==> src/logic/pwpc_pkg.sv <==
package pwpc_pkg;
	localparam int          NCH            = 4;
	localparam int          CLK_HZ         = 50_000_000;
	localparam int          RING_HZ        = 6_000_000;
	localparam int          FRAC_HZ        = 2_000_000;
	// Fractional tick: add STEP per clock, wrap at MOD, one ring tick per wrap
	localparam logic [4:0]  TICK_STEP      = 5'(RING_HZ / FRAC_HZ);
	localparam logic [4:0]  TICK_MOD       = 5'(CLK_HZ / FRAC_HZ);
	localparam int          UNIT_US        = 10;
	localparam logic [6:0]  TICKS_PER_UNIT = 7'(UNIT_US * (RING_HZ / 1_000_000));
	localparam int          WIDTH_MIN_US   = 10;
	localparam int          PERIOD_MIN_US  = 20;
	localparam int          MAX_S          = 100;
	localparam logic [31:0] WIDTH_MIN_UNITS  = 32'(WIDTH_MIN_US / UNIT_US);
	localparam logic [31:0] PERIOD_MIN_UNITS = 32'(PERIOD_MIN_US / UNIT_US);
	localparam logic [31:0] MAX_UNITS        = 32'(MAX_S * (1_000_000 / UNIT_US));
	localparam logic [5:0]  DIV_STEPS      = 6'h20;

	localparam logic [7:0]  OFS_RISE_LO    = 8'h00;
	localparam logic [7:0]  OFS_RISE_HI    = 8'h04;
	localparam logic [7:0]  OFS_FALL_LO    = 8'h08;
	localparam logic [7:0]  OFS_FALL_HI    = 8'h0C;
	localparam logic [7:0]  OFS_RES_LO     = 8'h10;
	localparam logic [7:0]  OFS_RES_HI     = 8'h14;
	localparam logic [7:0]  CH_STRIDE      = 8'h20;
	localparam logic [7:0]  OFS_CTRL       = 8'h80;
	localparam logic [7:0]  OFS_STATUS     = 8'h84;
	localparam logic [7:0]  OFS_MASK       = 8'h88;
	localparam logic [7:0]  OFS_BUDGET     = 8'h8C;

	typedef struct packed {
		logic [3:0] period_mode;
		logic [3:0] enable;
	} pwpc_ctrl_t;

	typedef struct packed {
		logic [3:0] range_err;
		logic [3:0] conflict;
		logic [3:0] measure_flag;
	} pwpc_evt_t;

	typedef struct packed {
		logic [31:0] rise;
		logic [31:0] fall;
		logic [31:0] result;
	} pwpc_vals_t;

	localparam pwpc_ctrl_t CTRL_RESET = 8'h00;
	localparam pwpc_evt_t  EVT_RESET  = 12'h000;
endpackage : pwpc_pkg

==> src/logic/pwpc_chan.sv <==
`timescale 1ns/100ps
module pwpc_chan
(
	input  wire logic              clock_i,
	input  wire logic              rst_n_i,
	input  wire logic              ce_i,
	input  wire logic              clear_i,
	input  wire logic              active_i,
	input  wire logic              period_mode_i,
	input  wire logic              level_i,
	input  wire logic [31:0]       ring_i,
	output pwpc_pkg::pwpc_vals_t   vals_o,
	output logic                   done_o,
	output logic                   range_o
);
	import pwpc_pkg::*;

	typedef enum logic [1:0] {CH_IDLE = 2'b00, CH_DIV = 2'b01} pwpc_chst_t;

	pwpc_chst_t  state;
	logic        level_q;
	logic        have_rise;
	logic [31:0] span;
	logic [31:0] quot;
	logic [6:0]  rem;
	logic [5:0]  steps;

	wire         rise_edge  = active_i & level_i & ~level_q;
	wire         fall_edge  = active_i & ~level_i & level_q;
	// Same difference serves both modes: in period mode the stored rise is the previous one
	wire [31:0]  edge_span  = ring_i - vals_o.rise;
	wire         start      = (state == CH_IDLE) & ~clear_i & have_rise
		& (period_mode_i ? rise_edge : fall_edge);
	wire [6:0]   rem_sh     = {rem[5:0], quot[31]};
	wire         rem_ge     = rem_sh >= TICKS_PER_UNIT;
	wire [6:0]   next_rem   = rem_ge ? rem_sh - TICKS_PER_UNIT : rem_sh;
	wire [31:0]  next_quot  = {quot[30:0], rem_ge};
	wire [31:0]  min_units  = period_mode_i ? PERIOD_MIN_UNITS : WIDTH_MIN_UNITS;
	wire         next_range = (next_quot < min_units) | (next_quot > MAX_UNITS);

	always_ff @(posedge clock_i)
	begin
		if (!rst_n_i)
		begin
			state     <= CH_IDLE;
			level_q   <= 1'b0;
			have_rise <= 1'b0;
			vals_o    <= '0;
			span      <= 32'h0;
			quot      <= 32'h0;
			rem       <= 7'h00;
			steps     <= 6'h00;
			done_o    <= 1'b0;
			range_o   <= 1'b0;
		end
		else if (ce_i)
		begin
			level_q <= level_i;
			done_o  <= 1'b0;
			range_o <= 1'b0;
			if (clear_i)
			begin
				vals_o    <= '0;
				have_rise <= 1'b0;
				state     <= CH_IDLE;
			end
			else
			begin
				if (rise_edge)
				begin
					vals_o.rise <= ring_i;
					have_rise   <= 1'b1;
				end
				if (fall_edge)
					vals_o.fall <= ring_i;
				case (state)
					CH_IDLE:
						if (start)
						begin
							span  <= edge_span;
							quot  <= edge_span;
							rem   <= 7'h00;
							steps <= DIV_STEPS;
							state <= CH_DIV;
						end
					CH_DIV:
					begin
						// Shift-subtract divide by ticks per 10 us unit, one bit per cycle
						rem   <= next_rem;
						quot  <= next_quot;
						steps <= steps - 6'h01;
						if (steps == 6'h01)
						begin
							vals_o.result <= next_quot;
							range_o       <= next_range;
							done_o        <= 1'b1;
							state         <= CH_IDLE;
						end
					end
					default:
						state <= CH_IDLE;
				endcase
			end
		end
	end

	div_result_a: assert property (@(posedge clock_i) disable iff (!rst_n_i)
		done_o |-> (64'(vals_o.result) * 64'(TICKS_PER_UNIT) <= 64'(span))
			&& (64'(span) < 64'(vals_o.result) * 64'(TICKS_PER_UNIT) + 64'(TICKS_PER_UNIT)))
		else $error("result is not span over ticks per unit");
	rise_latch_a: assert property (@(posedge clock_i) disable iff (!rst_n_i)
		ce_i && rise_edge && !clear_i |=> vals_o.rise == $past(ring_i))
		else $error("rise timestamp not latched");
	fall_latch_a: assert property (@(posedge clock_i) disable iff (!rst_n_i)
		ce_i && fall_edge && !clear_i |=> vals_o.fall == $past(ring_i))
		else $error("fall timestamp not latched");
	clear_vals_a: assert property (@(posedge clock_i) disable iff (!rst_n_i)
		ce_i && clear_i |=> vals_o == '0 && state == CH_IDLE)
		else $error("values not cleared on run start");
	span_start_a: assert property (@(posedge clock_i) disable iff (!rst_n_i)
		ce_i && start |=> span == $past(ring_i) - $past(vals_o.rise) && state == CH_DIV)
		else $error("span not taken from timestamps");
	range_flag_a: assert property (@(posedge clock_i) disable iff (!rst_n_i)
		done_o && !range_o && $past(ce_i) |-> vals_o.result <= MAX_UNITS
			&& vals_o.result >= ($past(period_mode_i) ? PERIOD_MIN_UNITS : WIDTH_MIN_UNITS))
		else $error("out of range result not flagged");
endmodule : pwpc_chan

==> src/logic/pwpc_top.sv <==
// Added by the designer: the strobed register port and the register offsets.
`timescale 1ns/100ps
// Behaviour
// - results counted in 10 us units, four channels
// - latch ring counter at rising and falling edges
// - per channel flag, mode bit, three word pairs
// - clear all values on stop-to-run
// - width range 10 us to 100 s
// - period range 20 us to 100 s
// - no counter sharing; interrupt sharing allowed
// - active channels shrink counter frequency budget
module pwpc_top
#(
	parameter logic [15:0] HSC_FULL_KHZ   = 16'h003C,
	parameter logic [15:0] MEAS_SHARE_KHZ = 16'h000A
)
(
	input  wire logic        clock_i,
	input  wire logic        rst_n_i,
	input  wire logic        ce_i,
	input  wire logic        run_i,
	input  wire logic        capture_input_ch0_i,
	input  wire logic        capture_input_ch1_i,
	input  wire logic        capture_input_ch3_i,
	input  wire logic        capture_input_ch4_i,
	input  wire logic [3:0]  other_use_i,
	input  wire logic [7:0]  addr_i,
	input  wire logic [31:0] wdata_i,
	input  wire logic        wr_i,
	input  wire logic        rd_i,
	output logic [31:0]      rdata_o,
	output logic             irq_o,
	output logic [15:0]      hsc_budget_khz_o
);
	import pwpc_pkg::*;

	pwpc_ctrl_t  ctrl;
	pwpc_evt_t   status;
	pwpc_evt_t   mask;
	logic [4:0]  frac;
	logic [31:0] ring;
	logic        run_q;
	pwpc_vals_t  vals [NCH];
	logic [3:0]  done;
	logic [3:0]  range_hit;

	wire [3:0]   levels    = {capture_input_ch4_i, capture_input_ch3_i,
		capture_input_ch1_i, capture_input_ch0_i};
	// Interrupt use of a pin does not block capture, other claims do
	wire [3:0]   active    = ctrl.enable & ~other_use_i;
	wire         run_start = run_i & ~run_q;
	wire [5:0]   frac_sum  = {1'b0, frac} + {1'b0, TICK_STEP};
	wire         tick      = frac_sum >= {1'b0, TICK_MOD};
	wire [4:0]   next_frac = tick ? 5'(frac_sum - {1'b0, TICK_MOD}) : frac_sum[4:0];

	genvar gi;
	generate
		for (gi = 0; gi < NCH; gi++)
		begin : g_chan
			pwpc_chan u_chan
			(
				.clock_i       (clock_i),
				.rst_n_i       (rst_n_i),
				.ce_i          (ce_i),
				.clear_i       (run_start),
				.active_i      (active[gi]),
				.period_mode_i (ctrl.period_mode[gi]),
				.level_i       (levels[gi]),
				.ring_i        (ring),
				.vals_o        (vals[gi]),
				.done_o        (done[gi]),
				.range_o       (range_hit[gi])
			);
		end
	endgenerate

	wire         wr_ctrl    = wr_i & (addr_i == OFS_CTRL);
	wire         wr_status  = wr_i & (addr_i == OFS_STATUS);
	wire         wr_mask    = wr_i & (addr_i == OFS_MASK);
	wire         in_chan    = addr_i < OFS_CTRL;
	wire [1:0]   ch_sel     = addr_i[6:5];
	wire [7:0]   ch_off     = addr_i & (CH_STRIDE - 8'h01);
	pwpc_vals_t  sel_vals;
	assign sel_vals = vals[ch_sel];

	pwpc_evt_t   evt_now;
	assign evt_now = '{
		range_err:    done & range_hit,
		conflict:     ctrl.enable & other_use_i,
		measure_flag: done
	};

	// Set beats the write-one clear so an event in the clearing cycle survives
	wire [11:0]  clr_bits    = wr_status ? wdata_i[11:0] : 12'h000;
	pwpc_evt_t   next_status;
	assign next_status = (status & ~clr_bits) | evt_now;
	pwpc_evt_t   next_mask;
	assign next_mask = wr_mask ? wdata_i[11:0] : mask;

	wire [2:0]   n_active    = 3'(active[0]) + 3'(active[1]) + 3'(active[2]) + 3'(active[3]);
	wire [15:0]  meas_load   = 16'(n_active) * MEAS_SHARE_KHZ;
	wire [15:0]  next_budget = (meas_load >= HSC_FULL_KHZ) ? 16'h0000
		: HSC_FULL_KHZ - meas_load;

	wire [31:0]  chan_word =
		(ch_off == OFS_RISE_LO) ? {16'h0000, sel_vals.rise[15:0]} :
		(ch_off == OFS_RISE_HI) ? {16'h0000, sel_vals.rise[31:16]} :
		(ch_off == OFS_FALL_LO) ? {16'h0000, sel_vals.fall[15:0]} :
		(ch_off == OFS_FALL_HI) ? {16'h0000, sel_vals.fall[31:16]} :
		(ch_off == OFS_RES_LO)  ? {16'h0000, sel_vals.result[15:0]} :
		(ch_off == OFS_RES_HI)  ? {16'h0000, sel_vals.result[31:16]} : 32'h0000_0000;
	wire [31:0]  read_val =
		in_chan                  ? chan_word :
		(addr_i == OFS_CTRL)     ? {24'h00_0000, ctrl} :
		(addr_i == OFS_STATUS)   ? {20'h0_0000, status} :
		(addr_i == OFS_MASK)     ? {20'h0_0000, mask} :
		(addr_i == OFS_BUDGET)   ? {16'h0000, hsc_budget_khz_o} : 32'h0000_0000;

	always_ff @(posedge clock_i)
	begin
		if (!rst_n_i)
		begin
			frac <= 5'h00;
			ring <= 32'h0000_0000;
			run_q <= 1'b0;
		end
		else if (ce_i)
		begin
			frac <= next_frac;
			ring <= tick ? ring + 32'h0000_0001 : ring;
			run_q <= run_i;
		end
	end

	always_ff @(posedge clock_i)
	begin
		if (!rst_n_i)
		begin
			ctrl             <= CTRL_RESET;
			status           <= EVT_RESET;
			mask             <= EVT_RESET;
			irq_o            <= 1'b0;
			rdata_o          <= 32'h0000_0000;
			hsc_budget_khz_o <= HSC_FULL_KHZ;
		end
		else if (ce_i)
		begin
			if (wr_ctrl)
				ctrl <= wdata_i[7:0];
			status           <= next_status;
			mask             <= next_mask;
			irq_o            <= |(next_status & next_mask);
			rdata_o          <= rd_i ? read_val : 32'h0000_0000;
			hsc_budget_khz_o <= next_budget;
		end
	end

	flag_set_a: assert property (@(posedge clock_i) disable iff (!rst_n_i)
		ce_i && |done |=> (status.measure_flag & $past(done)) == $past(done))
		else $error("measure flag not set by new result");
	flag_keep_a: assert property (@(posedge clock_i) disable iff (!rst_n_i)
		ce_i && done[0] && wr_status && wdata_i[0] |=> status.measure_flag[0])
		else $error("clear beat a new result");
	irq_level_a: assert property (@(posedge clock_i) disable iff (!rst_n_i)
		irq_o |-> |(status & mask))
		else $error("interrupt without unmasked status");
	conflict_a: assert property (@(posedge clock_i) disable iff (!rst_n_i)
		ce_i && |(ctrl.enable & other_use_i)
		|=> (status.conflict & $past(ctrl.enable & other_use_i))
			== $past(ctrl.enable & other_use_i))
		else $error("shared input not reported");
	budget_a: assert property (@(posedge clock_i) disable iff (!rst_n_i)
		ce_i && active == 4'hF ##1 ce_i && active == 4'hF
		|=> hsc_budget_khz_o == ((HSC_FULL_KHZ < 16'(4) * MEAS_SHARE_KHZ) ? 16'h0000
			: HSC_FULL_KHZ - 16'(4) * MEAS_SHARE_KHZ))
		else $error("budget not reduced for active channels");
	read_slot_a: assert property (@(posedge clock_i) disable iff (!rst_n_i)
		ce_i && !rd_i |=> rdata_o == 32'h0000_0000)
		else $error("read data outside its slot");
	ring_tick_a: assert property (@(posedge clock_i) disable iff (!rst_n_i)
		ce_i && frac == 5'h00 ##1 ce_i [*8] |=> ring == $past(ring, 9) + 32'h0000_0001)
		else $error("ring counter rate wrong");

	width_done_c: cover property (@(posedge clock_i) disable iff (!rst_n_i)
		done[0] && !ctrl.period_mode[0]);
	period_done_c: cover property (@(posedge clock_i) disable iff (!rst_n_i)
		|(done & ctrl.period_mode));
	run_clear_c: cover property (@(posedge clock_i) disable iff (!rst_n_i)
		ce_i && run_start);
	irq_raise_c: cover property (@(posedge clock_i) disable iff (!rst_n_i)
		$rose(irq_o));
endmodule : pwpc_top

==> config.mk <==
export PLATFORM = sky130hd
export DESIGN_NAME = pwpc_top
export DESIGN_NICKNAME = d
export VERILOG_FILES = /design/src/logic/pwpc_pkg.sv /design/src/logic/pwpc_chan.sv /design/src/logic/pwpc_top.sv
export SDC_FILE = /design/constraint.sdc
export NUM_CORES = 2
export LEC_CHECK = 0
export BUFFER_PORTS_ARGS = -buffer_cell sky130_fd_sc_hd__buf_2
export CAP_MARGIN = 10
export CORE_ASPECT_RATIO = 0.5
export CORE_MARGIN = 2
export CORE_UTILIZATION = 48
export DETAILED_ROUTE_END_ITERATION = 7
export PLACE_DENSITY = 0.66
export SLEW_MARGIN = 20
export SYNTH_ARGS = -nofsm -noshare
export SYNTH_HDL_FRONTEND = slang
export SYNTH_SLANG_ARGS = --single-unit
export TNS_END_PERCENT = 20
==> constraint.sdc <==
create_clock -name clock_i -period 3.25 [get_ports clock_i]
set_input_delay 0.1625 -clock clock_i [delete_from_list [all_inputs] [get_ports clock_i]]
set_output_delay 0.1625 -clock clock_i [all_outputs]
set_load 0.05 [all_outputs]
==> impl_metrics.tcl <==
set metrics [dict create \
    run_status "finished clean" \
    nNetsFinal 4633 \
    cp.arrival_ns 3.71 \
    path_class "register to register" \
    syn_area_per_cell_um2 8.34 \
    finalHoldViolCount 0 \
    slowest_delay_ns 0.39 \
    use_met1 0.538 \
    fin_util 0.551 \
    cp-start-kind "register" \
    required_ns 3.77 \
    critical_path.top_delay_family "compound AO/OA/AOI/OAI gates" \
    hold_depth 3 \
    min_period_over_period 0.981 \
    grt_usage 0.355 \
    cp_max_fo 4 \
    r2r_slack_ns 0.06 \
    vias_per_cell 6.33 \
    htreeDepth 3 \
    cp-end-kind "register" \
    leakagePower_uw 0.0158 \
    wirelength_mm 140 \
    ir_worst_vdd_v 0.000386 \
    antenna_found_initial 9 \
    ys.flop_type "dfxtp_1" \
    crit_path_cell_trace "inv_1 -> ha_1 -> o21a_1 -> o31a_1 -> o32a_1 -> a211o_1 -> a311oi_2 -> o21ai_2 -> a311o_1 -> a31oi_1 -> a21oi_1" \
    worst_slew_pin_slew_ns 1.12 \
    report.final.slew_viol_count 0 \
    crit_buf_inv 1 \
    routedWlPerCell_um 25.5 \
    grt_pass1_vias 30800 \
    holdWs_ns 0.0403 \
    start_util 0.483 \
    drtAntennaViolNets 0 \
    grt_overflow 0 \
    synth.most_common_cell "nor2_1" \
    port_buffers 65 \
    synth_edf_count 0 \
    firstDrtPassIters 6 \
    yosysSeqAreaShare 0.374 \
    final_layout_size_suffix_gt1_frac 0.129 \
    async_reset_ff_frac 0 \
    min_path_type "input pin to register" \
    crit_slowest_cell "a311o_1" \
    clk_pin_slew_worst_paths_ns 0.06 \
    ys_warn_count 0 \
    synth_area_leaders "dfxtp_1 (37%), nor2_1 (7.6%), a22oi_1 (6.6%)" \
    cts_buffers 68 \
    p_per_area_mw_per_mm2 430 \
    drv_cap 0 \
    hpwl_mm 105 \
    drt_iter0_markers 5037 \
    yosys.area.top_type_share 0.374 \
    dieArea_mm2 0.0775 \
    cts-root-buf "clkbuf_16" \
    clk_latency_ns 0.68 \
    ys_seq_elements 674 \
    yosysTopAreaCell "dfxtp_1" \
    finalClockSkew_ns 0.0281 \
    grt_pass1_wl_mm 205 \
    period_needed_ns 3.19 \
    report.final.setup_viol 0 \
    coreArea_mm2 0.0748 \
    fp.dieW_um 392 \
    synth.distinct_cells 79 \
    grt_start_max_net_pins 139 \
    die_height_um 198 \
    pin_count 103 \
    met3_usage 0.150 \
    syn_to_final_growth_pct 14.1 \
    fillers 6872 \
    grt_busiest_layer "met1" \
    slew_headroom 0.250 \
    synthTopCellsByCount "nor2_1 (730), dfxtp_1 (674), a21oi_1 (385)" \
    gp_congestion 1.04 \
    rows 71 \
    syn_area_mm2 0.0361 \
    use_met2 0.444 \
    timing.fmax_ghz 0.314 \
    rr_worst_depth 11 \
    tritoncts "built" \
    cts_sinks 674 \
    path_depth 11 \
    routed-via-count 34800 \
    rsz0062_at_grt "true" \
    tns_ns 0 \
    cts_buffer_depth 3 \
    remaining_drc_errors 0 \
    synth_cells 4330 \
]
[layout make-up]
type                    count  area, µm²  area share
inverters                 175        664      0.0161
well taps                1022       1280      0.0310
repair buffers            321       2460      0.0598
diodes                      4       10.0    0.000243
clock inverters            26        373     0.00905
flip-flops and latches    674      13500       0.328
clock buffers              95       2010      0.0487
multi-input cells        3183      20900       0.507
[layer usage]
layer | routed length [µm] | part of all wire
met1 | 62600 | 0.45
met2 | 51600 | 0.37
met3 | 22500 | 0.16
met4 | 3440 | 0.025
met5 | 165 | 0.0012
[worst min-delay path, cell delays in order]
cell and delay, ns:
buf_2 0.12, a22oi_1 0.11, a211oi_1 0.25
[through the flow]
stage	cell area (µm²)	setup slack (ns)	cells	total power [µW]
after detailed placement	38500	0.00632	5351	9210
after CTS	41100	-0.0203	5495	17700
after floorplan	36200	0.190	4346	8960
after global routing	41200	-0.0243	5496	18100
final	41200	0.0630	5500	17700
after global placement	38500	0.0348	5351	9210
[worst paths after layout]
kind,from,to
max,g_chan[2].u_chan.vals_o[66],g_chan[2].u_chan.quot[27]
min,other_use_i[3],status[7]
max reg2reg,g_chan[2].u_chan.vals_o[66],g_chan[2].u_chan.quot[27]
min reg2reg,rdata_o[6],rdata_o[6]
[power breakdown]
| part | switching [µW] | leakage [µW] | internal [µW] |
|---|---|---|---|
| sequential | 16.0 | 0.00543 | 8270 |
| clock | 3690 | 0.00116 | 4980 |
| combinational | 584 | 0.00925 | 195 |
| total | 4290 | 0.0158 | 13400 |
[registers in the layout (all words and copies together), names as in the netlist, 5 cells and up]
signal and count:
g_chan.u_chan.vals_o 384, g_chan.u_chan.quot 128, ring 32, g_chan.u_chan.rem 24, g_chan.u_chan.steps 24, rdata_o 16
mask 12, status 12, ctrl 8, hsc_budget_khz_o 7, frac 5
[placed cells by master (no fill, tap or decap), drive strengths merged, types with 95 or more instances in the layout]
cell type / netlist / layout
inv: 173 / 178
a21oi: 385 / 385
o21ai: 205 / 205
mux4: 96 / 96
a22oi: 316 / 316
nor2: 731 / 731
ha: 150 / 150
nand2: 291 / 291
clkbuf: 265 / 95
dfxtp: 674 / 674
buf: 49 / 298
[cell families after synthesis]
family | Yosys count | synth area share
DFF | 674 | 0.374
xor gates and xnor gates | 128 | 0.0311
and+or+nand+nor | 1422 | 0.173
buffers and inverters | 489 | 0.0537
adders and majority gates | 156 | 0.0553
muxes | 154 | 0.0760
other | 1 | 0.000104
AOI/OAI and AO/OA | 1306 | 0.237
[what timing repair did]
action | 4_1_cts | 5_1_grt
hold endpoints to repair | 40 | 0
pin swaps | 0 | 5
endpoints found under the setup margin | 3 | 31
hold buffers | 23 | 0
setup buffers | 0 | 1
resized for setup | 1 | 23
Note: power is estimated with default switching activity, not from simulation.
